`src/logic/tmr_pkg.sv`:
```
package tmr_pkg;
  // ****************************************************************
  // Register map
  // ****************************************************************
  localparam logic [7:0] TIMER_MODE_CONTROL_ADDR = 8'h89;
  localparam logic [7:0] TIMER_RUN_FLAG_ADDR     = 8'h88;
  localparam logic [7:0] COUNT_LOW0_ADDR         = 8'h8A;
  localparam logic [7:0] COUNT_LOW1_ADDR         = 8'h8B;
  localparam logic [7:0] COUNT_HIGH0_ADDR        = 8'h8C;
  localparam logic [7:0] COUNT_HIGH1_ADDR        = 8'h8D;
  localparam logic [7:0] MODE_RESET              = 8'h00;
  localparam logic [7:0] CTRL_RESET              = 8'h00;
  localparam logic [7:0] COUNT_RESET             = 8'h00;

  // ****************************************************************
  // Field positions
  // ****************************************************************
  localparam int UNIT1_FIELD_BASE = 4;
  localparam int UNIT0_FIELD_BASE = 0;
  localparam int GATE_POS         = 3;
  localparam int SRC_POS          = 2;
  localparam int MODE_HI_POS      = 1;
  localparam int MODE_LO_POS      = 0;
  localparam int OVF1_POS         = 7;
  localparam int RUN1_POS         = 6;
  localparam int OVF0_POS         = 5;
  localparam int RUN0_POS         = 4;

  // ****************************************************************
  // Timing
  // ****************************************************************
  localparam int OSC_PER_MCYCLE = 6;

  typedef enum logic [1:0]
  {
    MODE_13BIT  = 2'b00,
    MODE_16BIT  = 2'b01,
    MODE_RELOAD = 2'b10,
    MODE_SPLIT  = 2'b11
  } count_mode_t;
endpackage

```
`src/logic/mcycle_divider.sv`:
```
`timescale 1ns/1ps
`default_nettype none
module mcycle_divider
#(
  parameter int DIV = tmr_pkg::OSC_PER_MCYCLE
)
(
  // Clock and reset
  input  wire logic sys_clk,
  input  wire logic rst_b,
  // Machine cycle enable
  output logic      mcycle_en
);
  import tmr_pkg::*;

  logic [3:0] cnt_q;
  logic [3:0] cnt_d;
  logic       en_q;
  logic       en_d;

  // One pulse every DIV oscillator cycles
  always_comb
  begin
    en_d  = (cnt_q == 4'(DIV - 1));
    cnt_d = en_d ? 4'h0 : cnt_q + 4'h1;
  end

  always_ff @(posedge sys_clk)
  begin
    if (!rst_b)
    begin
      cnt_q <= 4'h0;
      en_q  <= 1'b0;
    end
    else
    begin
      cnt_q <= cnt_d;
      en_q  <= en_d;
    end
  end

  assign mcycle_en = en_q;
endmodule // mcycle_divider
`default_nettype wire

```
`src/logic/pin_sampler.sv`:
```
`timescale 1ns/1ps
`default_nettype none
module pin_sampler
(
  // Clock and reset
  input  wire logic sys_clk,
  input  wire logic rst_b,
  input  wire logic mcycle_en,
  // Pin
  input  wire logic pin,
  // Results
  output logic      level,
  output logic      fall
);
  logic [1:0] sync_q;
  logic [1:0] sync_d;
  logic       samp_q;
  logic       samp_d;
  logic       fall_q;
  logic       fall_d;

  // Two-flop synchroniser, then one sample per machine cycle
  always_comb
  begin
    sync_d = {sync_q[0], pin};
    samp_d = mcycle_en ? sync_q[1] : samp_q;
    fall_d = mcycle_en & samp_q & ~sync_q[1];
  end

  always_ff @(posedge sys_clk)
  begin
    if (!rst_b)
    begin
      sync_q <= 2'b00;
      samp_q <= 1'b0;
      fall_q <= 1'b0;
    end
    else
    begin
      sync_q <= sync_d;
      samp_q <= samp_d;
      fall_q <= fall_d;
    end
  end

  assign level = samp_q;
  assign fall  = fall_q;
endmodule // pin_sampler
`default_nettype wire

```
`src/logic/dual_timer_counter.sv`:
```
// Strobed register access was chosen for this implementation.
`timescale 1ns/1ps
`default_nettype none
module dual_timer_counter
(
  // Clock and reset
  input  wire logic       sys_clk,
  input  wire logic       rst_b,
  // Register port
  input  wire logic [7:0] reg_addr,
  input  wire logic [7:0] reg_wdata,
  input  wire logic       reg_wr,
  input  wire logic       reg_rd,
  output logic      [7:0] reg_rdata,
  // Pins
  input  wire logic       count_pin_unit0,
  input  wire logic       count_pin_unit1,
  input  wire logic       external_interrupt_pin0,
  input  wire logic       external_interrupt_pin1,
  // Interrupt vectoring acknowledge
  input  wire logic       vector_ack0,
  input  wire logic       vector_ack1,
  // Overflow flags
  output logic            overflow_flag0,
  output logic            overflow_flag1
);
  import tmr_pkg::*;

  // ****************************************************************
  // Machine cycle and pin sampling
  // ****************************************************************
  logic mcycle_en;
  logic cnt_lvl0;
  logic cnt_fall0;
  logic cnt_lvl1;
  logic cnt_fall1;
  logic int_lvl0;
  logic int_lvl1;

  mcycle_divider #(.DIV(OSC_PER_MCYCLE)) u_div
  (
    .sys_clk   (sys_clk),
    .rst_b     (rst_b),
    .mcycle_en (mcycle_en)
  );

  // Falls are flagged one cycle after the sampling enable; counting then
  // happens on the next machine cycle so the value shows one cycle later.
  pin_sampler u_cnt0
  (
    .sys_clk   (sys_clk),
    .rst_b     (rst_b),
    .mcycle_en (mcycle_en),
    .pin       (count_pin_unit0),
    .level     (cnt_lvl0),
    .fall      (cnt_fall0)
  );

  pin_sampler u_cnt1
  (
    .sys_clk   (sys_clk),
    .rst_b     (rst_b),
    .mcycle_en (mcycle_en),
    .pin       (count_pin_unit1),
    .level     (cnt_lvl1),
    .fall      (cnt_fall1)
  );

  pin_sampler u_int0
  (
    .sys_clk   (sys_clk),
    .rst_b     (rst_b),
    .mcycle_en (mcycle_en),
    .pin       (external_interrupt_pin0),
    .level     (int_lvl0),
    .fall      ()
  );

  pin_sampler u_int1
  (
    .sys_clk   (sys_clk),
    .rst_b     (rst_b),
    .mcycle_en (mcycle_en),
    .pin       (external_interrupt_pin1),
    .level     (int_lvl1),
    .fall      ()
  );

  // ****************************************************************
  // State
  // ****************************************************************
  logic [7:0] mode_q;
  logic [7:0] mode_d;
  logic [7:0] ctrl_q;
  logic [7:0] ctrl_d;
  logic [7:0] low_q [2];
  logic [7:0] low_d [2];
  logic [7:0] high_q [2];
  logic [7:0] high_d [2];
  logic       pend_q [2];
  logic       pend_d [2];
  logic [7:0] rdata_q;
  logic [7:0] rdata_d;

  // Unit enable: run, and pin high when gating
  function automatic logic unit_enable(input logic run, input logic gate, input logic int_lvl);
    unit_enable = run & (~gate | int_lvl);
  endfunction

  // ****************************************************************
  // Next state
  // ****************************************************************
  logic [3:0]  fld [2];
  logic        run [2];
  logic        en [2];
  logic        tick [2];
  logic        ovf [2];
  logic        hi_ovf;
  count_mode_t md [2];
  logic [15:0] c16;
  logic [12:0] c13;
  logic [8:0]  c9;

  always_comb
  begin
    mode_d  = mode_q;
    ctrl_d  = ctrl_q;
    rdata_d = 8'h00;
    hi_ovf  = 1'b0;
    c16     = 16'h0000;
    c13     = 13'h0000;
    c9      = 9'h000;
    fld[0]  = mode_q[UNIT0_FIELD_BASE +: 4];
    fld[1]  = mode_q[UNIT1_FIELD_BASE +: 4];
    run[0]  = ctrl_q[RUN0_POS];
    run[1]  = ctrl_q[RUN1_POS];
    for (int u = 0; u < 2; u++)
    begin
      low_d[u]  = low_q[u];
      high_d[u] = high_q[u];
      ovf[u]    = 1'b0;
      md[u]     = count_mode_t'(fld[u][MODE_HI_POS:MODE_LO_POS]);
      en[u]     = unit_enable(run[u], fld[u][GATE_POS], (u == 0) ? int_lvl0 : int_lvl1);
      // Pending fall counts on the next machine cycle, never the same one
      pend_d[u] = pend_q[u];
      if ((u == 0) ? cnt_fall0 : cnt_fall1)
        pend_d[u] = 1'b1;
      // Source choice: machine cycles or recorded pin falls
      if (fld[u][SRC_POS])
        tick[u] = mcycle_en & pend_q[u];
      else
        tick[u] = mcycle_en;
      if (mcycle_en)
        pend_d[u] = (u == 0) ? cnt_fall0 : cnt_fall1;
    end

    // Unit 1 is stopped in its own split mode
    if (md[1] == MODE_SPLIT)
      en[1] = 1'b0;

    for (int u = 0; u < 2; u++)
    begin
      if (en[u] && tick[u])
      begin
        unique case (md[u])
          MODE_13BIT:
          begin
            c13       = {high_q[u], low_q[u][4:0]} + 13'h0001;
            high_d[u] = c13[12:5];
            low_d[u]  = {low_q[u][7:5], c13[4:0]};
            ovf[u]    = (c13 == 13'h0000);
          end
          MODE_16BIT:
          begin
            c16       = {high_q[u], low_q[u]} + 16'h0001;
            high_d[u] = c16[15:8];
            low_d[u]  = c16[7:0];
            ovf[u]    = (c16 == 16'h0000);
          end
          MODE_RELOAD:
          begin
            c9     = {1'b0, low_q[u]} + 9'h001;
            ovf[u] = c9[8];
            low_d[u] = c9[8] ? high_q[u] : c9[7:0];
          end
          MODE_SPLIT:
          begin
            c9       = {1'b0, low_q[u]} + 9'h001;
            low_d[u] = c9[7:0];
            ovf[u]   = c9[8];
          end
        endcase
      end
    end

    // Split unit 0 high half: machine cycles under unit 1 run bit
    if (md[0] == MODE_SPLIT && run[1] && mcycle_en)
    begin
      high_d[0] = high_q[0] + 8'h01;
      hi_ovf    = (high_q[0] == 8'hFF);
    end

    // Register writes; hardware overflow set wins over software clear
    if (reg_wr)
    begin
      unique case (reg_addr)
        TIMER_MODE_CONTROL_ADDR: mode_d = reg_wdata;
        TIMER_RUN_FLAG_ADDR:     ctrl_d = reg_wdata;
        COUNT_LOW0_ADDR:         low_d[0] = reg_wdata;
        COUNT_LOW1_ADDR:         low_d[1] = reg_wdata;
        COUNT_HIGH0_ADDR:        high_d[0] = reg_wdata;
        COUNT_HIGH1_ADDR:        high_d[1] = reg_wdata;
        default:                 ;
      endcase
    end
    if (vector_ack0)
      ctrl_d[OVF0_POS] = 1'b0;
    if (vector_ack1)
      ctrl_d[OVF1_POS] = 1'b0;
    if (ovf[0])
      ctrl_d[OVF0_POS] = 1'b1;
    // In split mode unit 1 flag belongs to the unit 0 high half
    if ((md[0] == MODE_SPLIT) ? hi_ovf : ovf[1])
      ctrl_d[OVF1_POS] = 1'b1;

    // Read data; unmapped reads return zero
    if (reg_rd)
    begin
      unique case (reg_addr)
        TIMER_MODE_CONTROL_ADDR: rdata_d = mode_q;
        TIMER_RUN_FLAG_ADDR:     rdata_d = ctrl_q;
        COUNT_LOW0_ADDR:         rdata_d = low_q[0];
        COUNT_LOW1_ADDR:         rdata_d = low_q[1];
        COUNT_HIGH0_ADDR:        rdata_d = high_q[0];
        COUNT_HIGH1_ADDR:        rdata_d = high_q[1];
        default:                 rdata_d = 8'h00;
      endcase
    end
  end

  // ****************************************************************
  // Registers
  // ****************************************************************
  always_ff @(posedge sys_clk)
  begin
    if (!rst_b)
    begin
      mode_q  <= MODE_RESET;
      ctrl_q  <= CTRL_RESET;
      rdata_q <= 8'h00;
      for (int u = 0; u < 2; u++)
      begin
        low_q[u]  <= COUNT_RESET;
        high_q[u] <= COUNT_RESET;
        pend_q[u] <= 1'b0;
      end
    end
    else
    begin
      mode_q  <= mode_d;
      ctrl_q  <= ctrl_d;
      rdata_q <= rdata_d;
      for (int u = 0; u < 2; u++)
      begin
        low_q[u]  <= low_d[u];
        high_q[u] <= high_d[u];
        pend_q[u] <= pend_d[u];
      end
    end
  end

  assign reg_rdata      = rdata_q;
  assign overflow_flag0 = ctrl_q[OVF0_POS];
  assign overflow_flag1 = ctrl_q[OVF1_POS];
endmodule // dual_timer_counter
`default_nettype wire

```
`config.mk`:
```
export PLATFORM = sky130hd
export DESIGN_NAME = dual_timer_counter
export DESIGN_NICKNAME = d
export VERILOG_FILES = /design/src/logic/tmr_pkg.sv /design/src/logic/mcycle_divider.sv /design/src/logic/pin_sampler.sv /design/src/logic/dual_timer_counter.sv
export SDC_FILE = /design/constraint.sdc
export NUM_CORES = 1
export LEC_CHECK = 0
export ABC_CLOCK_PERIOD_IN_PS = 1980
export BUFFER_PORTS_ARGS = -buffer_cell sky130_fd_sc_hd__buf_4
export CAP_MARGIN = 30
export CELL_PAD_IN_SITES_DETAIL_PLACEMENT = 1
export CELL_PAD_IN_SITES_GLOBAL_PLACEMENT = 1
export CORE_MARGIN = 2
export CORE_UTILIZATION = 42
export CTS_BUF_LIST = sky130_fd_sc_hd__clkbuf_4 sky130_fd_sc_hd__clkbuf_8
export DETAILED_ROUTE_END_ITERATION = 6
export GPL_TIMING_DRIVEN = 0
export PLACE_DENSITY = 0.78
export SLEW_MARGIN = 20
export SYNTH_ARGS = -nofsm -noshare
export SYNTH_HDL_FRONTEND = slang
export SYNTH_HIERARCHICAL = 1
export SYNTH_SLANG_ARGS = --single-unit
```
`constraint.sdc`:
```
create_clock -name sys_clk -period 1.98 [get_ports sys_clk]
set_input_delay 0.198 -clock sys_clk [delete_from_list [all_inputs] [get_ports sys_clk]]
set_output_delay 0.198 -clock sys_clk [all_outputs]
set_load 0.1 [all_outputs]
```
Word level (Yosys, flattened, before mapping):

Memory sizes are Yosys's and may differ from the RTL's.
Cells that the tools add are included.

* add/sub/neg operators: 8
* equal/unequal tests: 14
* multiplexer cells: 45
* bitwise gates (word level): 21
* reduce and logical (&&, ||, !) cells: 22

Operator list (count)
* 8-bit two-way mux: 17
* 8-bit case mux with 4 select lines: 2
* 8-bit equality test (second input constant): 7
* 8-bit case mux with 6 select lines: 1
* 16-bit by 1-bit adder with 16-bit output (second input constant): 2
* 16-bit zero test: 2
* 16-bit two-way mux: 2
* 8-bit case mux with 2 select lines: 2
* 13-bit by 1-bit adder with 13-bit output (second input constant): 2
* 13-bit zero test: 2
* 1-bit two-way mux: 19
* 8-bit by 1-bit adder with 9-bit output (second input constant): 2
* 3-bit nonzero test: 4
* 2-bit AND reduction: 5
* 8-bit by 1-bit adder with 8-bit output (second input constant): 1
* 1-bit AND: 8
* 2-bit equality test (second input constant): 4
* 1-bit bitwise OR: 8
* 1-bit case mux with 3 select lines: 2
* 2-bit OR reduction: 3
* 1-bit inverter: 5
* 4-bit by 1-bit adder with 4-bit output (second input constant): 1
* 2-bit by 1-bit equality test with 1-bit output (second input constant): 2
* 4-bit by 3-bit equality test with 1-bit output (second input constant): 1
* 2 further kinds: 6

* bits in registers: 43
* RAM bits: 34
* bits of input ports: 26
* output and inout port bits: 10
* memories kept: 3

Memories
* high_q: words 2, width 8, read ports 2, clocked after memory_dff 0, write ports 2, line dual_timer_counter.sv:98 `logic [7:0] high_q [2];`
* low_q: words 2, width 8, read ports 2, clocked after memory_dff 0, write ports 2, line dual_timer_counter.sv:96 `logic [7:0] low_q [2];`
* pend_q: words 2, width 1, read ports 2, clocked after memory_dff 0, write ports 2, line dual_timer_counter.sv:100 `logic pend_q [2];`

Longest topological paths before layout:

* depth in word-level cells: 9
* mapped depth: 8

Hierarchy:

Netlist, hierarchy kept.

By module, submodules not included
* dual_timer_counter: instances 1, cells each 611, area each 4458.0 sq um, sequential area each 1161.1 sq um
* pin_sampler: instances 4, cells each 9, area each 120.1 sq um, sequential area each 80.1 sq um
* mcycle_divider: instances 1, cells each 21, area each 216.5 sq um, sequential area each 100.1 sq um

Worst setup path after synthesis:

OpenSTA, ideal clock, no wires.

* path kind: register to register
* start point: memory low_q[0][0]
* end point: register ctrl_q[5]
* arrival: 2.067 ns
* required time: 1.901 ns
* slack: -0.166 ns
* stages on the path, launching flop included: 9
* clock period less this slack: 2.146 ns
* cell sequence: dfxtp_1 ha_1 and4_1 buf_2 nand2_1 nand2_1 nand4_1 or4b_2 a22oi_1

RTL lines
* from (decl): line dual_timer_counter.sv:96
* to (signal assigned): line dual_timer_counter.sv:261 `ctrl_q <= ctrl_d;`
* to (decl): line dual_timer_counter.sv:94 `logic [7:0] ctrl_q;`

==> run summary <==
Routing
- post-DR vias/cell: 6.44
- Antenna Violating Nets Remaining: 0
- average detailed-routed wire length per instance: 23.3 um
- Total Routed Length: 20600 um
- detailed router's first-iteration violation count: 565
- total number of vias: 5690
- DRC: 1
- total iterations of the first detailed-routing run: 7

Worst setup path
- CP Data Arrival Time: 2370 ps
- maximum fanout along the worst path: 8
- Worst setup EP type: register
- worst setup path category: register to register
- Crit Reg-Reg Startpoint: high_q[0][1]$_SDFF_PN0_
- crit path from: high_q[0][1]$_SDFF_PN0_
- startpoint type of the worst setup path: register
- WP data required: 2280 ps

Flow run
- max-capacitance violation count: 0

Global route
- initial antenna violation count: 0
- via count of the first global-routing pass: 5618
- Total Routing Usage GR: 0.311
- pin count of the biggest net entering global routing: 21
- global-route wire length before repair: 31000 um
- grt total ovfl: 0

Cells and area
- final standard cell utilization of the core: 0.542
- fin nets: 765
- Area growth syn-to-layout: 26.8%
- final-layout fill cell count: 1450
- register cell area after layout: 1580 um2
- fraction of layout cells with a size suffix above 1: 0.265
- area taken by multi-input logic gates: 3650 um2
- design area: 6460 um2
- final antenna diode count: 0
- filler-free cell count of the finished design: 884

Timing
- final count of hold timing violations: 0
- total setup violations reported at the end of the flow: 1
- Max-slew headroom: 0.583
- final period demand of the worst path: 2070 ps
- post-route fraction of the period consumed by the critical path: 1.04
- measured slew at the worst slew-check pin: 622 ps
- maximum clock frequency: 484 MHz
- unrepaired setup endpoints after global routing: true
- setup slack after layout: -86.9 ps
- Clock Skew: 10.8 ps
- Pins Over Slew Limit: 0

Clock tree
- # H-tree levels: 3
- clock tree from TritonCTS: yes
- Clock Root Buffer: clkbuf_8
- CTS Buf Count: 9
- number of hold-repair buffers added at the cts stage: 0
- clock sink total: 77
- Bufs on Longest Clock Path: 2
- clock transition time at the flip-flop clock pins of the worst setup and hold paths: 90 ps
- clock latency reported for the late side of the worst-skew pair: 370 ps

Place
- placed instance area: 5540 um2
- Placement Setup Slack: -629 ps
- count of buffers inserted at the top-level ports: 34
- detailed placer's ending HPWL: 13800 um
- cell total after placement: 845
- routability congestion estimate: 0.915

Power and ir drop
- power density over cell area: 497 nW/um2
- total leakage power: 2.19 nW
- post-layout power: 3.21 mW
- peak supply drop: 0.458 mV

Yosys
- synthesized netlist net count: 697
- mean instance size in the synthesized netlist: 7.67 um2
- yosys warns: 6
- netlist area before placement: 5090 um2
- post-synthesis cell count: 664

Floorplanning
- I/O pin count: 36
- die boundary height: 114 um
- horizontal die dimension: 114 um
- initial cell density of the core: 0.428
- total die area: 13000 um2
- area of the core: 11900 um2
- number of cell rows: 40

Outcome
- failing checks: DRC, setup timing
- run status: finished with violations

Worst hold path
- Hold WC Path Type: primary input to register
- HP Start: external_interrupt_pin1

per-stage QoR:
stage / TNS, ps / hold slack (ps)
after floorplan: -658 / 316
after global placement: -14040 / 402
after detailed placement: -14770 / 404
after CTS: -19.3 / 3.92
after global routing: -424 / 12.0
final: -86.9 / 18.7
layout by cell type, fill, tap and decap left out, types with 11 or more instances in the layout:
master    count
clkbuf_1     19
and2_1       13
xnor2_1      18
nor2_1       49
nand3_1      24
and3_1       12
o21ai_0      33
buf_6        11
o211ai_1     13
nand4_1      14
buf_4        67
mux2i_1      29
nor3_1       18
a21oi_1      53
nand2_1      64
dfxtp_1      62
final cells by class:
class	instances	share of cell area
clock buffers	9	0.0192
well taps	147	0.0285
multi-input cells	527	0.566
clock inverters	7	0.0180
inverters	7	0.00407
repair buffers	66	0.0787
flip-flops and latches	77	0.244
plain buffers	44	0.0417
power by group:
part / switching [mW] / total, mW / internal [mW]
clock network: 0.691 / 1.43 / 0.744
registers: 0.0101 / 1.56 / 1.55
logic: 0.132 / 0.213 / 0.0806
total: 0.833 / 3.21 / 2.38
what timing repair did:
item,CTS,global route
pin swaps,27,19
resized for setup,80,56
setup buffers,28,3
hold endpoints to repair,0,0
cloned,1,1
endpoints found under the setup margin,34,29
per-layer routing:
| layer | wire [um] | vias to the layer above | global-route usage |
|---|---|---|---|
| met2 | 9810 | 266 | 0.513 |
| met1 | 8750 | 2810 | 0.420 |
| met3 | 1600 | 38 | 0.0524 |
| met4 | 431 | 0 | 0.0894 |
| li1 | - | 2576 | - |
| met5 | 0 | - | 0 |
state kept, by name, summed over array words and instances (netlist names):
register	flops
u_div/mcycle_en	1
low_q	16
high_q	16
u_cnt1/level	1
u_cnt0/level	1
u_cnt1/sync_q	2
u_int1/level	1
u_cnt1/fall	1
u_cnt0/sync_q	2
u_int1/sync_q	2
reg_rdata	8
u_int0/level	1
u_int0/sync_q	2
pend_q	2
u_div/cnt_q	4
u_cnt0/fall	1
ctrl_q	8
mode_q	8
worst paths after layout:
kind                                 endpoint  slack (ps)  cells past startpoint
setup reg to reg       ctrl_q[5]$_SDFFE_PN0P_         -90                      7
hold / removal    u_int1/sync_q[0]$_SDFF_PN0_          20                      2
hold reg to reg   u_int1/sync_q[1]$_SDFF_PN0_         450                      1
setup / recovery       ctrl_q[5]$_SDFFE_PN0P_         -90                      7
critical path, stage by stage, from the launching register on:
cell,delay [ps]
dfxtp_2,350
buf_4,210
nand3_2,230
nor3_4,260
nand3_1,140
a21oi_2,160
or4b_4,470
a22oi_2,160
(Power assumes the default switching activity.)
